--- src/design/amk_defs.svh ---
`ifndef AMK_DEFS_SVH
`define AMK_DEFS_SVH

// command, sub-command and phase codes
`define AMK_CMD_ALERT_MASK   8'h1B
`define AMK_SUB_COMM_LOGIC   8'h7E
`define AMK_SUB_OTHER        8'h7F
`define AMK_SUB_VENDOR       8'h80
`define AMK_PHASE_ALL        8'hFF

// writable bits of the comm/logic and vendor masks, the rest read as zero; fixed value of the other mask
`define AMK_CML_WMASK        8'hF2
`define AMK_OTHER_FIXED      8'h01
`define AMK_MFR_WMASK        8'hCE

// field positions
`define AMK_BIT_IVC          7
`define AMK_BIT_IVD          6
`define AMK_BIT_PEC          5
`define AMK_BIT_MEM          4
`define AMK_BIT_COMM         1
`define AMK_BIT_FIRST        0
`define AMK_BIT_POR          7
`define AMK_BIT_SELF         6
`define AMK_BIT_RESET        3
`define AMK_BIT_BCX          2
`define AMK_BIT_SYNC         1

// host register offsets
`define AMK_REG_CTRL         4'h0
`define AMK_REG_WDATA        4'h1
`define AMK_REG_RDATA        4'h2
`define AMK_REG_STAT         4'h3
`define AMK_REG_IMASK        4'h4

// host control register fields
`define AMK_CTRL_WRITE       0
`define AMK_CTRL_READ        1
`define AMK_CTRL_SUB_LO      8
`define AMK_CTRL_SUB_HI      15
`define AMK_CTRL_PH_LO       16
`define AMK_CTRL_PH_HI       23

// status bits of the host
`define AMK_ST_DONE          0
`define AMK_ST_ERR           1
`define AMK_ST_BUSY          2

`define AMK_ZERO8            8'h00
`define AMK_ZERO32           32'h0000_0000

`endif

--- src/design/amk_pkg.sv ---
package amk_pkg;
    typedef enum logic [1:0] {
        AMK_IDLE,
        AMK_ISSUE,
        AMK_WAIT
    } amk_hstate_t;

    typedef struct packed {
        logic       loaded;
        logic [7:0] cml;
        logic [7:0] mfr;
        logic       rdValid;
        logic [7:0] rdData;
        logic       ack;
        logic       err;
        logic       alert;
    } amk_dev_t;

    typedef struct packed {
        amk_hstate_t st;
        logic        req;
        logic        wr;
        logic [7:0]  sub;
        logic [7:0]  phase;
        logic [7:0]  wdata;
        logic [7:0]  rdata;
        logic [2:0]  status;
        logic [2:0]  imask;
        logic [31:0] rd;
        logic        irq;
    } amk_host_t;
endpackage : amk_pkg

--- src/design/amk_link_if.sv ---
`timescale 1ns/1ps
interface amk_link_if;
    logic       req;
    logic       wr;
    logic [7:0] cmd;
    logic [7:0] sub;
    logic [7:0] phase;
    logic [7:0] wdata;
    logic       ack;
    logic       err;
    logic [7:0] rdata;

    modport dev  (input req, wr, cmd, sub, phase, wdata,
                  output ack, err, rdata);
    modport host (output req, wr, cmd, sub, phase, wdata,
                  input ack, err, rdata);
endinterface : amk_link_if

--- src/design/amk_host.sv ---
`timescale 1ns/1ps
`include "amk_defs.svh"
module amk_host (
    input  wire logic  clk_sys,
    input  wire logic  rst_n,
    amk_link_if.host   link,
    input  wire logic [3:0]  regAddr,
    input  wire logic [31:0] regWdata,
    input  wire logic        regWr,
    input  wire logic        regRd,
    output logic      [31:0] regRdata,
    output logic             irq
);
    amk_pkg::amk_host_t s_q;
    amk_pkg::amk_host_t s_d;

    assign link.req   = s_q.req;
    assign link.wr    = s_q.wr;
    assign link.cmd   = `AMK_CMD_ALERT_MASK;
    assign link.sub   = s_q.sub;
    assign link.phase = s_q.phase;
    assign link.wdata = s_q.wdata;
    assign regRdata   = s_q.rd;
    assign irq        = s_q.irq;

    ////////////////////////////////////////////////////////////////////
    always_comb begin
        s_d     = s_q;
        s_d.req = 1'b0;
        s_d.rd  = `AMK_ZERO32;
        if (regWr) begin
            if (regAddr == `AMK_REG_CTRL) begin
                if (s_q.st == amk_pkg::AMK_IDLE &&
                    (regWdata[`AMK_CTRL_WRITE] ||
                     regWdata[`AMK_CTRL_READ])) begin
                    s_d.wr    = regWdata[`AMK_CTRL_WRITE];
                    s_d.sub   = regWdata[`AMK_CTRL_SUB_HI:`AMK_CTRL_SUB_LO];
                    s_d.phase = regWdata[`AMK_CTRL_PH_HI:`AMK_CTRL_PH_LO];
                    s_d.st    = amk_pkg::AMK_ISSUE;
                end
            end else if (regAddr == `AMK_REG_WDATA) begin
                s_d.wdata = regWdata[7:0];
            end else if (regAddr == `AMK_REG_STAT) begin
                s_d.status = s_q.status & ~regWdata[2:0];
            end else if (regAddr == `AMK_REG_IMASK) begin
                s_d.imask = regWdata[2:0];
            end
        end
        if (regRd) begin
            if (regAddr == `AMK_REG_CTRL) begin
                s_d.rd = {8'h00, s_q.phase, s_q.sub, 7'h00, s_q.wr};
            end else if (regAddr == `AMK_REG_WDATA) begin
                s_d.rd = {24'h00_0000, s_q.wdata};
            end else if (regAddr == `AMK_REG_RDATA) begin
                s_d.rd = {24'h00_0000, s_q.rdata};
            end else if (regAddr == `AMK_REG_STAT) begin
                s_d.rd = {29'h0000_0000, s_q.st != amk_pkg::AMK_IDLE,
                          s_q.status[1:0]};
            end else if (regAddr == `AMK_REG_IMASK) begin
                s_d.rd = {29'h0000_0000, s_q.imask};
            end
        end
        case (s_q.st)
            amk_pkg::AMK_IDLE: begin
            end
            amk_pkg::AMK_ISSUE: begin
                // sub-command selects the mask group
                s_d.req = 1'b1;
                s_d.st  = amk_pkg::AMK_WAIT;
            end
            amk_pkg::AMK_WAIT: begin
                if (link.ack) begin
                    if (!s_q.wr) begin
                        s_d.rdata = link.rdata;
                    end
                    // set wins over a simultaneous clear
                    s_d.status[`AMK_ST_DONE] = 1'b1;
                    if (link.err) begin
                        s_d.status[`AMK_ST_ERR] = 1'b1;
                    end
                    s_d.st = amk_pkg::AMK_IDLE;
                end
            end
            default: s_d.st = amk_pkg::AMK_IDLE;
        endcase
        s_d.irq = |(s_d.status[1:0] & s_d.imask[1:0]);
    end

    always_ff @(posedge clk_sys or negedge rst_n) begin
        if (!rst_n) begin
            s_q <= '{st: amk_pkg::AMK_IDLE, phase: `AMK_PHASE_ALL,
                     default: '0};
        end else begin
            s_q <= s_d;
        end
    end
endmodule : amk_host

--- src/flat_wrapper.sv ---
// flat-port wrapper written by rule: the top's interface ports become plain ports
module amk_host_flat 
  (clk_sys, rst_n, regAddr, regWdata, regWr, regRd, regRdata, irq, link_req, link_wr, link_cmd, link_sub, link_phase, link_wdata, link_ack, link_err, link_rdata);
  amk_link_if link_i ();
  input  wire logic clk_sys;
  input  wire logic rst_n;
  input  wire logic [3:0] regAddr;
  input  wire logic [31:0] regWdata;
  input  wire logic regWr;
  input  wire logic regRd;
  output logic      [31:0] regRdata;
  output logic irq;
  output wire logic [$bits(link_i.req)-1:0] link_req;
  output wire logic [$bits(link_i.wr)-1:0] link_wr;
  output wire logic [$bits(link_i.cmd)-1:0] link_cmd;
  output wire logic [$bits(link_i.sub)-1:0] link_sub;
  output wire logic [$bits(link_i.phase)-1:0] link_phase;
  output wire logic [$bits(link_i.wdata)-1:0] link_wdata;
  input wire logic [$bits(link_i.ack)-1:0] link_ack;
  input wire logic [$bits(link_i.err)-1:0] link_err;
  input wire logic [$bits(link_i.rdata)-1:0] link_rdata;
  assign link_req = link_i.req;
  assign link_wr = link_i.wr;
  assign link_cmd = link_i.cmd;
  assign link_sub = link_i.sub;
  assign link_phase = link_i.phase;
  assign link_wdata = link_i.wdata;
  assign link_i.ack = link_ack;
  assign link_i.err = link_err;
  assign link_i.rdata = link_rdata;
  amk_host u_core (.clk_sys(clk_sys), .rst_n(rst_n), .link(link_i), .regAddr(regAddr), .regWdata(regWdata), .regWr(regWr), .regRd(regRd), .regRdata(regRdata), .irq(irq));
endmodule
--- config.mk ---
export PLATFORM = sky130hd
export DESIGN_NAME = amk_host_flat
export DESIGN_NICKNAME = d
export VERILOG_FILES = /design/src/design/amk_pkg.sv /design/src/design/amk_link_if.sv /design/src/design/amk_host.sv /design/src/flat_wrapper.sv
export VERILOG_INCLUDE_DIRS = /design/src /design/src/design
export SDC_FILE = /design/constraint.sdc
export NUM_CORES = 1
export LEC_CHECK = 0
export BUFFER_PORTS_ARGS = -buffer_cell sky130_fd_sc_hd__buf_2
export CORE_ASPECT_RATIO = 1.75
export CORE_MARGIN = 4
export CORE_UTILIZATION = 53
export DETAILED_ROUTE_END_ITERATION = 12
export HOLD_SLACK_MARGIN = 0.05
export PLACE_DENSITY_LB_ADDON = 0.1
export SLEW_MARGIN = 10
export SYNTH_ARGS = -nofsm -noshare
export SYNTH_HDL_FRONTEND = slang
export SYNTH_SLANG_ARGS = --single-unit
--- constraint.sdc ---
create_clock -name clk_sys -period 2.85 [get_ports clk_sys]
set_input_delay 0.57 -clock clk_sys [delete_from_list [all_inputs] [get_ports clk_sys]]
set_output_delay 0.57 -clock clk_sys [all_outputs]
set_load 0.05 [all_outputs]
---- Word-level counts from Yosys, hierarchy flattened ----
Index checks and enable logic that the tools add are counted.
Widths: inputs -> output; s select.
word-level totals
  input port bits ......................... 50
  logic and storage cells ................. 58
  register bits ........................... 75
  output and inout bits ................... 67
cells by class
  bitwise gates (word level) .............. 7
  eq/ne operators ......................... 6
  muxes and demuxes ....................... 21
  reductions and logical operators ........ 11
operators with widths
  cell                number
  $mux 32             5
  $mux 5              3
  $mux 2              7
  $mux 3              3
  $reduce_and 3->1    3
  $eq 4x2->1 const B  2
  $pmux 2 s3          1
  $reduce_and 5->1    1
  $eq 4x1->1 const B  1
  $eq 4x3->1 const B  1
  $logic_not 4->1     1
  $not 1->1           4
  $reduce_and 4->1    1
  $and 3x3->3         1
  $not 3->3           1
  $and 2x2->2         1
  $eq 2x1->1 const B  1
  $eq 2x2->1 const B  1
  $logic_not 2->1     1
  $mux 1              2
  $reduce_bool 2->1   1
  $reduce_or 2->1     1
  $logic_and 1x1->1   1
  $logic_or 1x1->1    1

---- Longest topological paths before layout ----
Gate-level depths: netlist of the first run.
  word-level depth ........................ 11
  mapped depth ............................ 6
  depth with buffers taken out ............ 4

---- Least setup slack after synthesis of the first run ----
No wires, ideal clock.
  path kind ............................... input to register
  start point ............................. in regAddr[0]
  end point ............................... reg u_core.s_q, in the netlist u_core.link.sub[7]
  buffers on the path ..................... 2
  required time ........................... 2,725 ps
  arrival ................................. 1,897 ps
  library setup time ...................... 125 ps
  slack ................................... 827 ps
  cell stages on the path ................. 5
  cell sequence ........................... buf_6 -> nor4_4 -> o2111ai_4 -> buf_6 -> mux2_4
between the ends
  longest elaborated chain between the ends .. 2
ends and longest elaborated chain
  item                        RTL line           RTL
  start: declaration          flat_wrapper.sv:7  input wire logic [3:0] regAddr;
  $logic_not 4->1 (no line)   n/a
  $reduce_and 3->1 (no line)  n/a
  end signal: assignment      amk_host.sv:91     s_q <= '{st: amk_pkg::AMK_IDLE, phase: `AMK_PHASE_ALL,
  end: declaration            amk_host.sv:14     amk_pkg::amk_host_t s_q;
No other way between the ends.
A chain may end at the register's enable or synchronous reset.

---- Worst setup path after layout of the first run ----
Same ends and word-level chain as after synthesis.

==> run_results.csv, run 1 <==
group,metric,value,unit
status,outcome,"finished clean",
clocking,hold_buffers,0,
global_routing,grt_max_degree,35,
die,dieArea,0.00721,sq mm
critical_path,worst_r2r_endpoint,"u_core.link.sub[7]",
timing,slew_viol_final,0,
layout,insertedDiodeCount,0,
power_and_ir_drop,ir_worst_vdd,0.370,mV
clocking,cts_buffers,9,
detailed_routing,firstDrtPassIters,4,
clocking,cts_setup_buffers,0,
global_routing,antenna_found_initial,0,
run,drv_cap,0,
logic_synthesis,synth.distinct_cells,31,
global_routing,track_usage,0.177,
critical_path,end_kind,"register",
layout,regArea,0.00166,sq mm
place,portBuffers,92,
hold_path,hp-class,"input port to asynchronous set/reset pin",
timing,post-route-period-util,0.618,
place,dpl_cell_area,0.00325,sq mm
die,core,0.00563,sq mm
clocking,clock_latency,340,ps
global_routing,grt_pass1_wl,9280,microns
layout,multi_input_area,972,sq um
timing,finalSetupViolCount,0,
clocking,clkTransAtPathRegs,60,ps
critical_path,reg2reg_from,"u_core.s_q[74]",
logic_synthesis,synthCells,250,
logic_synthesis,syn_area_per_cell,12.5,sq um
logic_synthesis,syn_area,0.00311,sq mm
timing,finalHoldViolations,0,
die,start_util,0.553,
die,io_pins,117,
global_routing,grt_pass1_vias,1941,
timing,tightest_slew,783,ps
detailed_routing,ant_nets,0,
critical_path,slowest_stage,"o2111ai_4",
place,dp_hpwl,4370,microns
clocking,ctsResizeCount,0,
critical_path,worst-r2r-setup-slack,1260,ps
clocking,htreeDepth,3,
timing,max-slew-margin-rel,0.478,
layout,fin_nets,351,
detailed_routing,wl_per_cell,15.3,microns
critical_path,cp_slowest_stage_delay,450,ps
timing,rsz0062_at_grt,"false",
timing,fmax,0.568,GHz
critical_path,required,3070,ps
die,chipHeight,109,microns
detailed_routing,drt_wl_total,5840,microns
logic_synthesis,ys_ff_latch,66,
detailed_routing,drtIter0Drc,103,
die,num_rows,36,
layout,drive_gt1_frac,0.498,
clocking,cts.sinks,66,
clocking,root_buffer,"clkbuf_8",
die,die_w,65.9,microns
logic_synthesis,synth_edf_count,0,
power_and_ir_drop,powerDensity,765,mW/mm^2
detailed_routing,drc,0,
layout,n_fill_cell,482,
logic_synthesis,synthTopCellsByArea,"dfrtp_1 (47%), buf_4 (15%), mux2_2 (9.0%)",
timing,final.setup.tns,0,ps
place,gp_congestion,0.800,
power_and_ir_drop,leakage,1.85,nW
detailed_routing,viasPerCell,4.86,
clocking,cts_buffer_depth,2,
timing,min_period,1760,ps
critical_path,startpoint_type,"input port",
layout,final_cell_area,0.00340,sq mm
critical_path,critPathKind,"input port to register",
layout,area_growth_syn_to_layout,9.28,%
logic_synthesis,yosysSeqAreaShare,0.534,
clocking,cts_tree,"yes",
logic_synthesis,synth_top_area_share,0.466,
global_routing,grt_overflow,0,
critical_path,crit_family,"compound AO/OA/AOI/OAI gates",
logic_synthesis,yosys.area.top_type,"dfrtp_1",
timing,fin_skew,8.14,ps
critical_path,crit_buf_inv,1,
critical_path,rr_worst_depth,3,
logic_synthesis,synthArstFlopShare,1.00,
logic_synthesis,yosysWarnings,0,
critical_path,critPathMaxFanout,17,
logic_synthesis,synth_ff_type,"dfrtp_1",
critical_path,cp_cell_sequence,"buf_2, nor4_4, o2111ai_4, mux2_4",
detailed_routing,dr_total_vias,1852,
critical_path,worstPathArrival,1980,ps
==> power by group <==
| group | switching [mW] | internal, mW | leakage, nW | total (mW) |
|---|---|---|---|---|
| combinational | 0.532 | 0.225 | 0.929 | 0.757 |
| sequential | 0.0876 | 1.10 | 0.844 | 1.19 |
| clock | 0.317 | 0.337 | 0.0778 | 0.654 |
==> cell usage in the layout (no fill, tap or decap) <==
cell	instances
a21o_1	1
a21oi_1	4
a22o_1	2
a22oi_1	5
a32o_1	2
and3_1	18
and3b_1	1
buf_12	1
buf_2	92
buf_4	3
clkbuf_1	5
clkbuf_8	10
conb_1	16
dfrtp_1	58
dfstp_2	8
inv_1	4
mux2_2	25
mux2_4	10
nand2_1	3
nand2b_1	2
nand3_1	1
nand4_1	2
nor2_1	7
nor2b_1	8
nor3_1	2
nor3b_1	1
nor4_4	1
o2111a_1	1
o2111ai_4	1
o21a_1	1
o21ai_0	8
o221ai_1	1
or2_2	1
==> registers in the layout (all words and copies together) (netlist names) <==
name / flops
u_core.regRdata: 24
u_core.s_q: 15
u_core.link.phase: 8
u_core.link.sub: 8
u_core.link.wdata: 8
u_core.irq: 1
u_core.link.req: 1
u_core.link.wr: 1
==> cells in the mapped netlist (2+ instances only) <==
master and number:
buf_4 64, a32o_1 2, nand2_1 3, nor2b_1 8, a22o_1 2, buf_6 2, nand2b_1 2, conb_1 2
and3_1 18, clkbuf_1 4, dfrtp_1 58, nor3_1 2, nand4_1 2, mux2_4 10, a21oi_1 4, o21ai_0 8
a22oi_1 5, dfstp_2 8, mux2_2 25, nor2_1 7, inv_1 4
==> how the worst max path moves through the flow <==
stage	startpoint	to	depth (start not counted)
after detailed placement	regAddr[0]	u_core.link.sub[7]	4
final	regAddr[0]	u_core.link.sub[7]	4
after global placement	regAddr[0]	u_core.link.sub[7]	4
after CTS	regAddr[0]	u_core.link.wr	4
after global routing	regAddr[0]	u_core.link.sub[7]	4
after floorplan	regAddr[0]	u_core.link.sub[7]	5
==> final cells by class <==
| cell class | instances | share of cell area |
|---|---|---|
| Clock buffer | 15 | 0.0460 |
| Inverter | 4 | 0.00441 |
| Sequential cell | 66 | 0.488 |
| Tap cell | 76 | 0.0279 |
| Multi-Input combinational cell | 124 | 0.286 |
| Timing Repair Buffer | 96 | 0.148 |
==> logic make-up after synthesis <==
logic type             Yosys count  share of synthesized area
buffers and inverters           74                      0.171
flip-flops                      66                      0.534
AND/OR/NAND/NOR                 47                     0.0912
multiplexers                    35                      0.139
AO/OA/AOI/OAI                   26                     0.0631
other                            2                    0.00241
==> through the flow <==
stage / hold slack (ps) / power, mW / worst slack, ps / instances / util
floorplan: 274 / 1.91 / 827 / 264 / -
detailed placement: 497 / 1.97 / 678 / 366 / 0.577
CTS: 323 / 2.64 / 1070 / 381 / 0.604
global route: 353 / 2.74 / 1020 / 381 / 0.604
finish: 309 / 2.60 / 1090 / 381 / 0.604
global placement: 489 / 1.95 / 698 / 366 / 0.577
==> layer usage <==
metal  track usage  vias up  routed length, microns
li1              -      876                       -
met1         0.189      887                    2150
met2         0.299       76                    3100
met3        0.0562       13                     438
met4         0.105        0                     158
met5             0        -                       0
(Power assumes the default switching activity.)
==> inputs of run 2 (changes only) <==
--- a/config.mk
+++ b/config.mk
@@ -9,7 +9,7 @@
 export BUFFER_PORTS_ARGS = -buffer_cell sky130_fd_sc_hd__buf_2
 export CORE_ASPECT_RATIO = 1.75
 export CORE_MARGIN = 4
-export CORE_UTILIZATION = 53
+export CORE_UTILIZATION = 44
 export DETAILED_ROUTE_END_ITERATION = 12
 export HOLD_SLACK_MARGIN = 0.05
 export PLACE_DENSITY_LB_ADDON = 0.1
==> constraint.sdc (replaced) <==
create_clock -name clk_sys -period 1.5 [get_ports clk_sys]
set_input_delay 0.3 -clock clk_sys [delete_from_list [all_inputs] [get_ports clk_sys]]
set_output_delay 0.3 -clock clk_sys [all_outputs]
set_load 0.05 [all_outputs]
==> run 2 against run 1 <==
Against the previous run:
- first-iteration DRC count fell by 24%
- design area is 10% higher
- largest power group unchanged
- combinational power increased by 94%
- clock power rose to 3.0 times the previous value
==> run_results.csv, run 2 (synthesized netlist as in run 1, its figures left out) <==
group,metric,value,unit
die,chipHeight,119,microns
critical_path,worst-r2r-setup-slack,90,ps
die,core,0.00686,sq mm
timing,finalHoldViolations,0,
layout,n_fill_cell,621,
detailed_routing,dr_total_vias,1930,
detailed_routing,wl_met2,3500,microns
detailed_routing,drtIter0Drc,78,
clocking,cts_tree,"yes",
layout,insertedDiodeCount,0,
timing,min_period,1430,ps
layout,layout_commonest_cell,"buf_2",
clocking,clkTransAtPathRegs,50,ps
hold_path,hp-start,"link_rdata[0]",
die,num_rows,40,
critical_path,end_kind,"primary output",
critical_path,critPathMaxFanout,3,
place,dpl_cell_area,0.00344,sq mm
critical_path,crit_family,"flip-flops",
critical_path,cp_cell_sequence,"buf_2",
critical_path,reg2reg_from,"u_core.s_q[73]",
critical_path,crit_buf_inv,1,
power_and_ir_drop,p_total,5.73,mW
clocking,cts_buffers,9,
detailed_routing,wl_per_cell,15.2,microns
detailed_routing,drt_wl_total,6260,microns
clocking,cts.sinks,66,
place,placed_cells,395,
detailed_routing,met3WireLength,391,microns
layout,layout_common_cells,"buf_2 (92), dfrtp_1 (58), mux2_2 (25)",
hold_path,min_to,"u_core.s_q[39]",
global_routing,grt_pass1_wl,10200,microns
timing,fin_skew,6.35,ps
die,start_util,0.454,
layout,area_growth_syn_to_layout,20.4,%
layout,drive_gt1_frac,0.546,
status,outcome,"finished clean",
die,dieArea,0.00854,sq mm
global_routing,antenna_found_initial,0,
global_routing,grt_pass1_vias,2095,
place,gp_congestion,0.810,
die,die_w,71.6,microns
place,dp_hpwl,4610,microns
detailed_routing,wl_met1,2260,microns
detailed_routing,firstDrtPassIters,4,
critical_path,rr_worst_depth,4,
timing,post-route-period-util,0.951,
clocking,clock_latency,320,ps
hold_path,holdPathStages,3,
clocking,root_buffer,"clkbuf_16",
detailed_routing,ant_nets,0,
detailed_routing,drc,0,
layout,largest_reg_flops,24,
critical_path,cp_slowest_stage_delay,550,ps
clocking,cts_buffer_depth,2,
clocking,htreeDepth,3,
global_routing,grt_overflow,0,
timing,finalSetupViolCount,0,
critical_path,required,1200,ps
detailed_routing,viasPerCell,4.68,
power_and_ir_drop,powerDensity,1530,mW/mm^2
die,io_pins,117,
power_and_ir_drop,leakage,2.04,nW
critical_path,worstPathArrival,1130,ps
power_and_ir_drop,ir_worst_vdd,0.871,mV
place,portBuffers,92,
global_routing,track_usage,0.157,
timing,fmax,0.701,GHz
run,drv_cap,0,
critical_path,slowest_stage,"dfstp_2",
critical_path,critPathKind,"register to primary output",
layout,fin_nets,373,
detailed_routing,highest_layer,"met4",
layout,final_cell_area,0.00375,sq mm
timing,slew_viol_final,0,
hold_path,hp-class,"input port to register",
critical_path,worst_r2r_endpoint,"u_core.s_q[40]",
critical_path,startpoint_type,"register",
global_routing,grt_max_degree,67,
layout,fin_cells,412,
timing,whs,196,ps
run 2: worst max-delay path by stage:
stage,slack (ps),start,to,cells past startpoint
floorplan,-110,regAddr[2],u_core.link.sub[7],4
global placement,-110,regAddr[2],u_core.link.sub[7],5
detailed placement,-100,regAddr[2],u_core.link.sub[7],5
CTS,50,u_core.s_q[73],u_core.s_q[40],4
global route,-0.4,u_core.s_q[73],u_core.s_q[40],4
finish,70,u_core.link.phase[1],link_phase[1],1
run 2: area by class of cell:
type | instances | area [sq um] | area share
Inverter | 4 | 15.0 | 0.00400
Timing Repair Buffer | 118 | 699 | 0.187
Sequential cell | 66 | 1660 | 0.443
Tap cell | 84 | 105 | 0.0280
Multi-Input combinational cell | 124 | 975 | 0.260
Clock inverter | 2 | 10.0 | 0.00267
Clock buffer | 14 | 284 | 0.0757
run 2: report_power, final:
| group | switching [mW] | internal, mW | total (mW) |
|---|---|---|---|
| logic | 1.01 | 0.460 | 1.47 |
| clock network | 0.698 | 1.29 | 1.99 |
| registers | 0.164 | 2.10 | 2.26 |
run 2: per-stage QoR:
stage / setup TNS (ps) / utilization / setup WS (ps)
6_report: 0 / 0.547 / 73.5
5_1_grt: -0.420 / 0.547 / -0.420
3_5_place_dp: -1300 / 0.502 / -104
4_1_cts: 0 / 0.546 / 45.1
2_1_floorplan: -770 / - / -110
3_3_place_gp: -1340 / 0.502 / -107
run 2: per-layer routing:
layer,track usage,vias to the layer above
li1,-,918
met4,0.0741,0
met3,0.0431,10
met1,0.168,939
met2,0.278,63
met5,0,-
run 2: repair_timing:
| action | 4_1_cts | 5_1_grt |
|---|---|---|
| hold endpoints to repair | 58 | 0 |
| setup endpoints to repair | 0 | 7 |
| resized for setup | 0 | 2 |
| hold buffers | 1 | 0 |
| setup buffers | 0 | 0 |
==> inputs of run 3 (changes only) <==
--- a/config.mk
+++ b/config.mk
@@ -13,6 +13,7 @@
 export DETAILED_ROUTE_END_ITERATION = 12
 export HOLD_SLACK_MARGIN = 0.05
 export PLACE_DENSITY_LB_ADDON = 0.1
+export SETUP_SLACK_MARGIN = 0.1
 export SLEW_MARGIN = 10
 export SYNTH_ARGS = -nofsm -noshare
 export SYNTH_HDL_FRONTEND = slang
==> run 3 against run 2 <==
Against the previous run:
- final cell count is 0.24% lower
- worst hold slack improved by 6.1 ps
- first-iteration DRC count decreased by 13%
- sequential power about the same
- sequential cell count stayed put
- critical path type is now register to register
- largest cell class unchanged
==> run_results.csv, run 3 (synthesized netlist as in run 1, its figures left out) <==
group,metric,value,unit
status,outcome,"finished clean",
critical_path,crit_family,"simple AND/OR/NAND/NOR gates",
die,dieArea,0.00854,sq mm
clocking,cts_buffer_depth,2,
layout,fin_nets,372,
detailed_routing,viasPerCell,4.80,
layout,layout_commonest_cell,"buf_2",
power_and_ir_drop,ir_worst_vdd,1.06,mV
timing,slew_viol_final,0,
die,start_util,0.454,
timing,fmax,0.711,GHz
critical_path,crit_buf_inv,1,
die,num_rows,40,
clocking,cts_setup_buffers,0,
clocking,cts.sinks,66,
hold_path,hp-class,"input port to register",
critical_path,cp_cell_sequence,"and3b_2, nor2b_4, buf_4, mux2_2",
timing,post-route-period-util,0.937,
global_routing,grt_overflow,0,
layout,insertedDiodeCount,0,
timing,min_period,1410,ps
power_and_ir_drop,p_total,5.76,mW
timing,rsz0062_at_grt,"true",
detailed_routing,dr_total_vias,1974,
global_routing,grt_pass1_wl,10100,microns
clocking,htreeDepth,3,
die,core,0.00686,sq mm
die,io_pins,117,
die,chipHeight,119,microns
critical_path,worst-r2r-setup-slack,90,ps
timing,fin_skew,6.03,ps
detailed_routing,drc,0,
critical_path,cp_slowest_stage_delay,390,ps
global_routing,grt_pass1_vias,2098,
die,die_w,71.6,microns
layout,n_fill_cell,644,
layout,area_growth_syn_to_layout,20.9,%
place,dp_hpwl,4560,microns
critical_path,end_kind,"register",
timing,finalSetupViolCount,0,
detailed_routing,firstDrtPassIters,4,
global_routing,antenna_found_initial,0,
detailed_routing,drtIter0Drc,68,
power_and_ir_drop,leakage,2.03,nW
critical_path,slowest_stage,"dfrtp_1",
layout,regArea,0.00166,sq mm
critical_path,critPathMaxFanout,4,
clocking,clkTransAtPathRegs,50,ps
place,portBuffers,92,
critical_path,startpoint_type,"register",
global_routing,grt_max_degree,67,
clocking,clock_latency,320,ps
layout,largest_reg_flops,24,
critical_path,worstPathArrival,1610,ps
detailed_routing,ant_nets,0,
global_routing,track_usage,0.153,
timing,whs,202,ps
layout,layout_common_cells,"buf_2 (84), dfrtp_1 (58), buf_4 (29)",
clocking,cts_buffers,9,
place,gp_congestion,0.768,
critical_path,required,1700,ps
detailed_routing,wl_per_cell,15.1,microns
clocking,cts_tree,"yes",
run,drv_cap,0,
critical_path,critPathKind,"register to register",
timing,finalHoldViolations,0,
power_and_ir_drop,powerDensity,1530,mW/mm^2
detailed_routing,drt_wl_total,6210,microns
layout,drive_gt1_frac,0.538,
clocking,root_buffer,"clkbuf_16",
layout,multi_input_area,0.00101,sq mm
run 3: final timing paths:
check,from,to,depth (start not counted)
worst max-delay path,u_core.s_q[73],u_core.s_q[44],4
worst min-delay path,link_rdata[0],u_core.s_q[39],3
worst max register to register,u_core.s_q[73],u_core.s_q[44],4
worst min register to register,u_core.s_q[40],u_core.s_q[40],1
max in group asynchronous,rst_n,u_core.link.phase[4],3
min in group asynchronous,rst_n,u_core.regRdata[2],3
run 3: where the power goes:
group | internal [mW] | switching [mW]
logic | 0.510 | 1.02
registers | 2.10 | 0.170
clock network | 1.29 | 0.670
run 3: worst min-delay path: stages:
cell and delay [ps]:
buf_2 70, nand2_1 40, o21ai_0 70
run 3: cell type report:
class	instances	share of cell area
Clock buffer	15	0.0658
Clock inverter	1	0.00797
Inverter	4	0.00399
Tap cell	84	0.0279
Multi-Input combinational cell	124	0.267
Timing Repair Buffer	117	0.186
Sequential cell	66	0.441
run 3: metrics by stage:
step | worst slack, ps | cells | instance area (sq um) | utilization | setup TNS, ps
after global placement | -124 | 393 | 3420 | 0.498 | -1370
after floorplan | -110 | 264 | 3180 | - | -770
after global routing | 47.4 | 411 | 3770 | 0.549 | 0
final | 93.8 | 411 | 3770 | 0.549 | 0
after detailed placement | -124 | 393 | 3420 | 0.498 | -1400
after CTS | 57.0 | 410 | 3720 | 0.543 | 0
run 3: timing repair:
action | CTS | global route
endpoints found under the hold margin | 58 | 0
hold buffers | 1 | 0
cloned | 0 | 1
gates resized for setup | 8 | 11
setup endpoints to repair | 17 | 24
run 3: routing by layer:
metal  GRT usage  wire length, microns  vias up
met5           0                     0        -
met4      0.0753                   139        0
met3      0.0465                   467       11
met2       0.264                  3330       70
met1       0.166                  2280      976
li1            -                     -      917
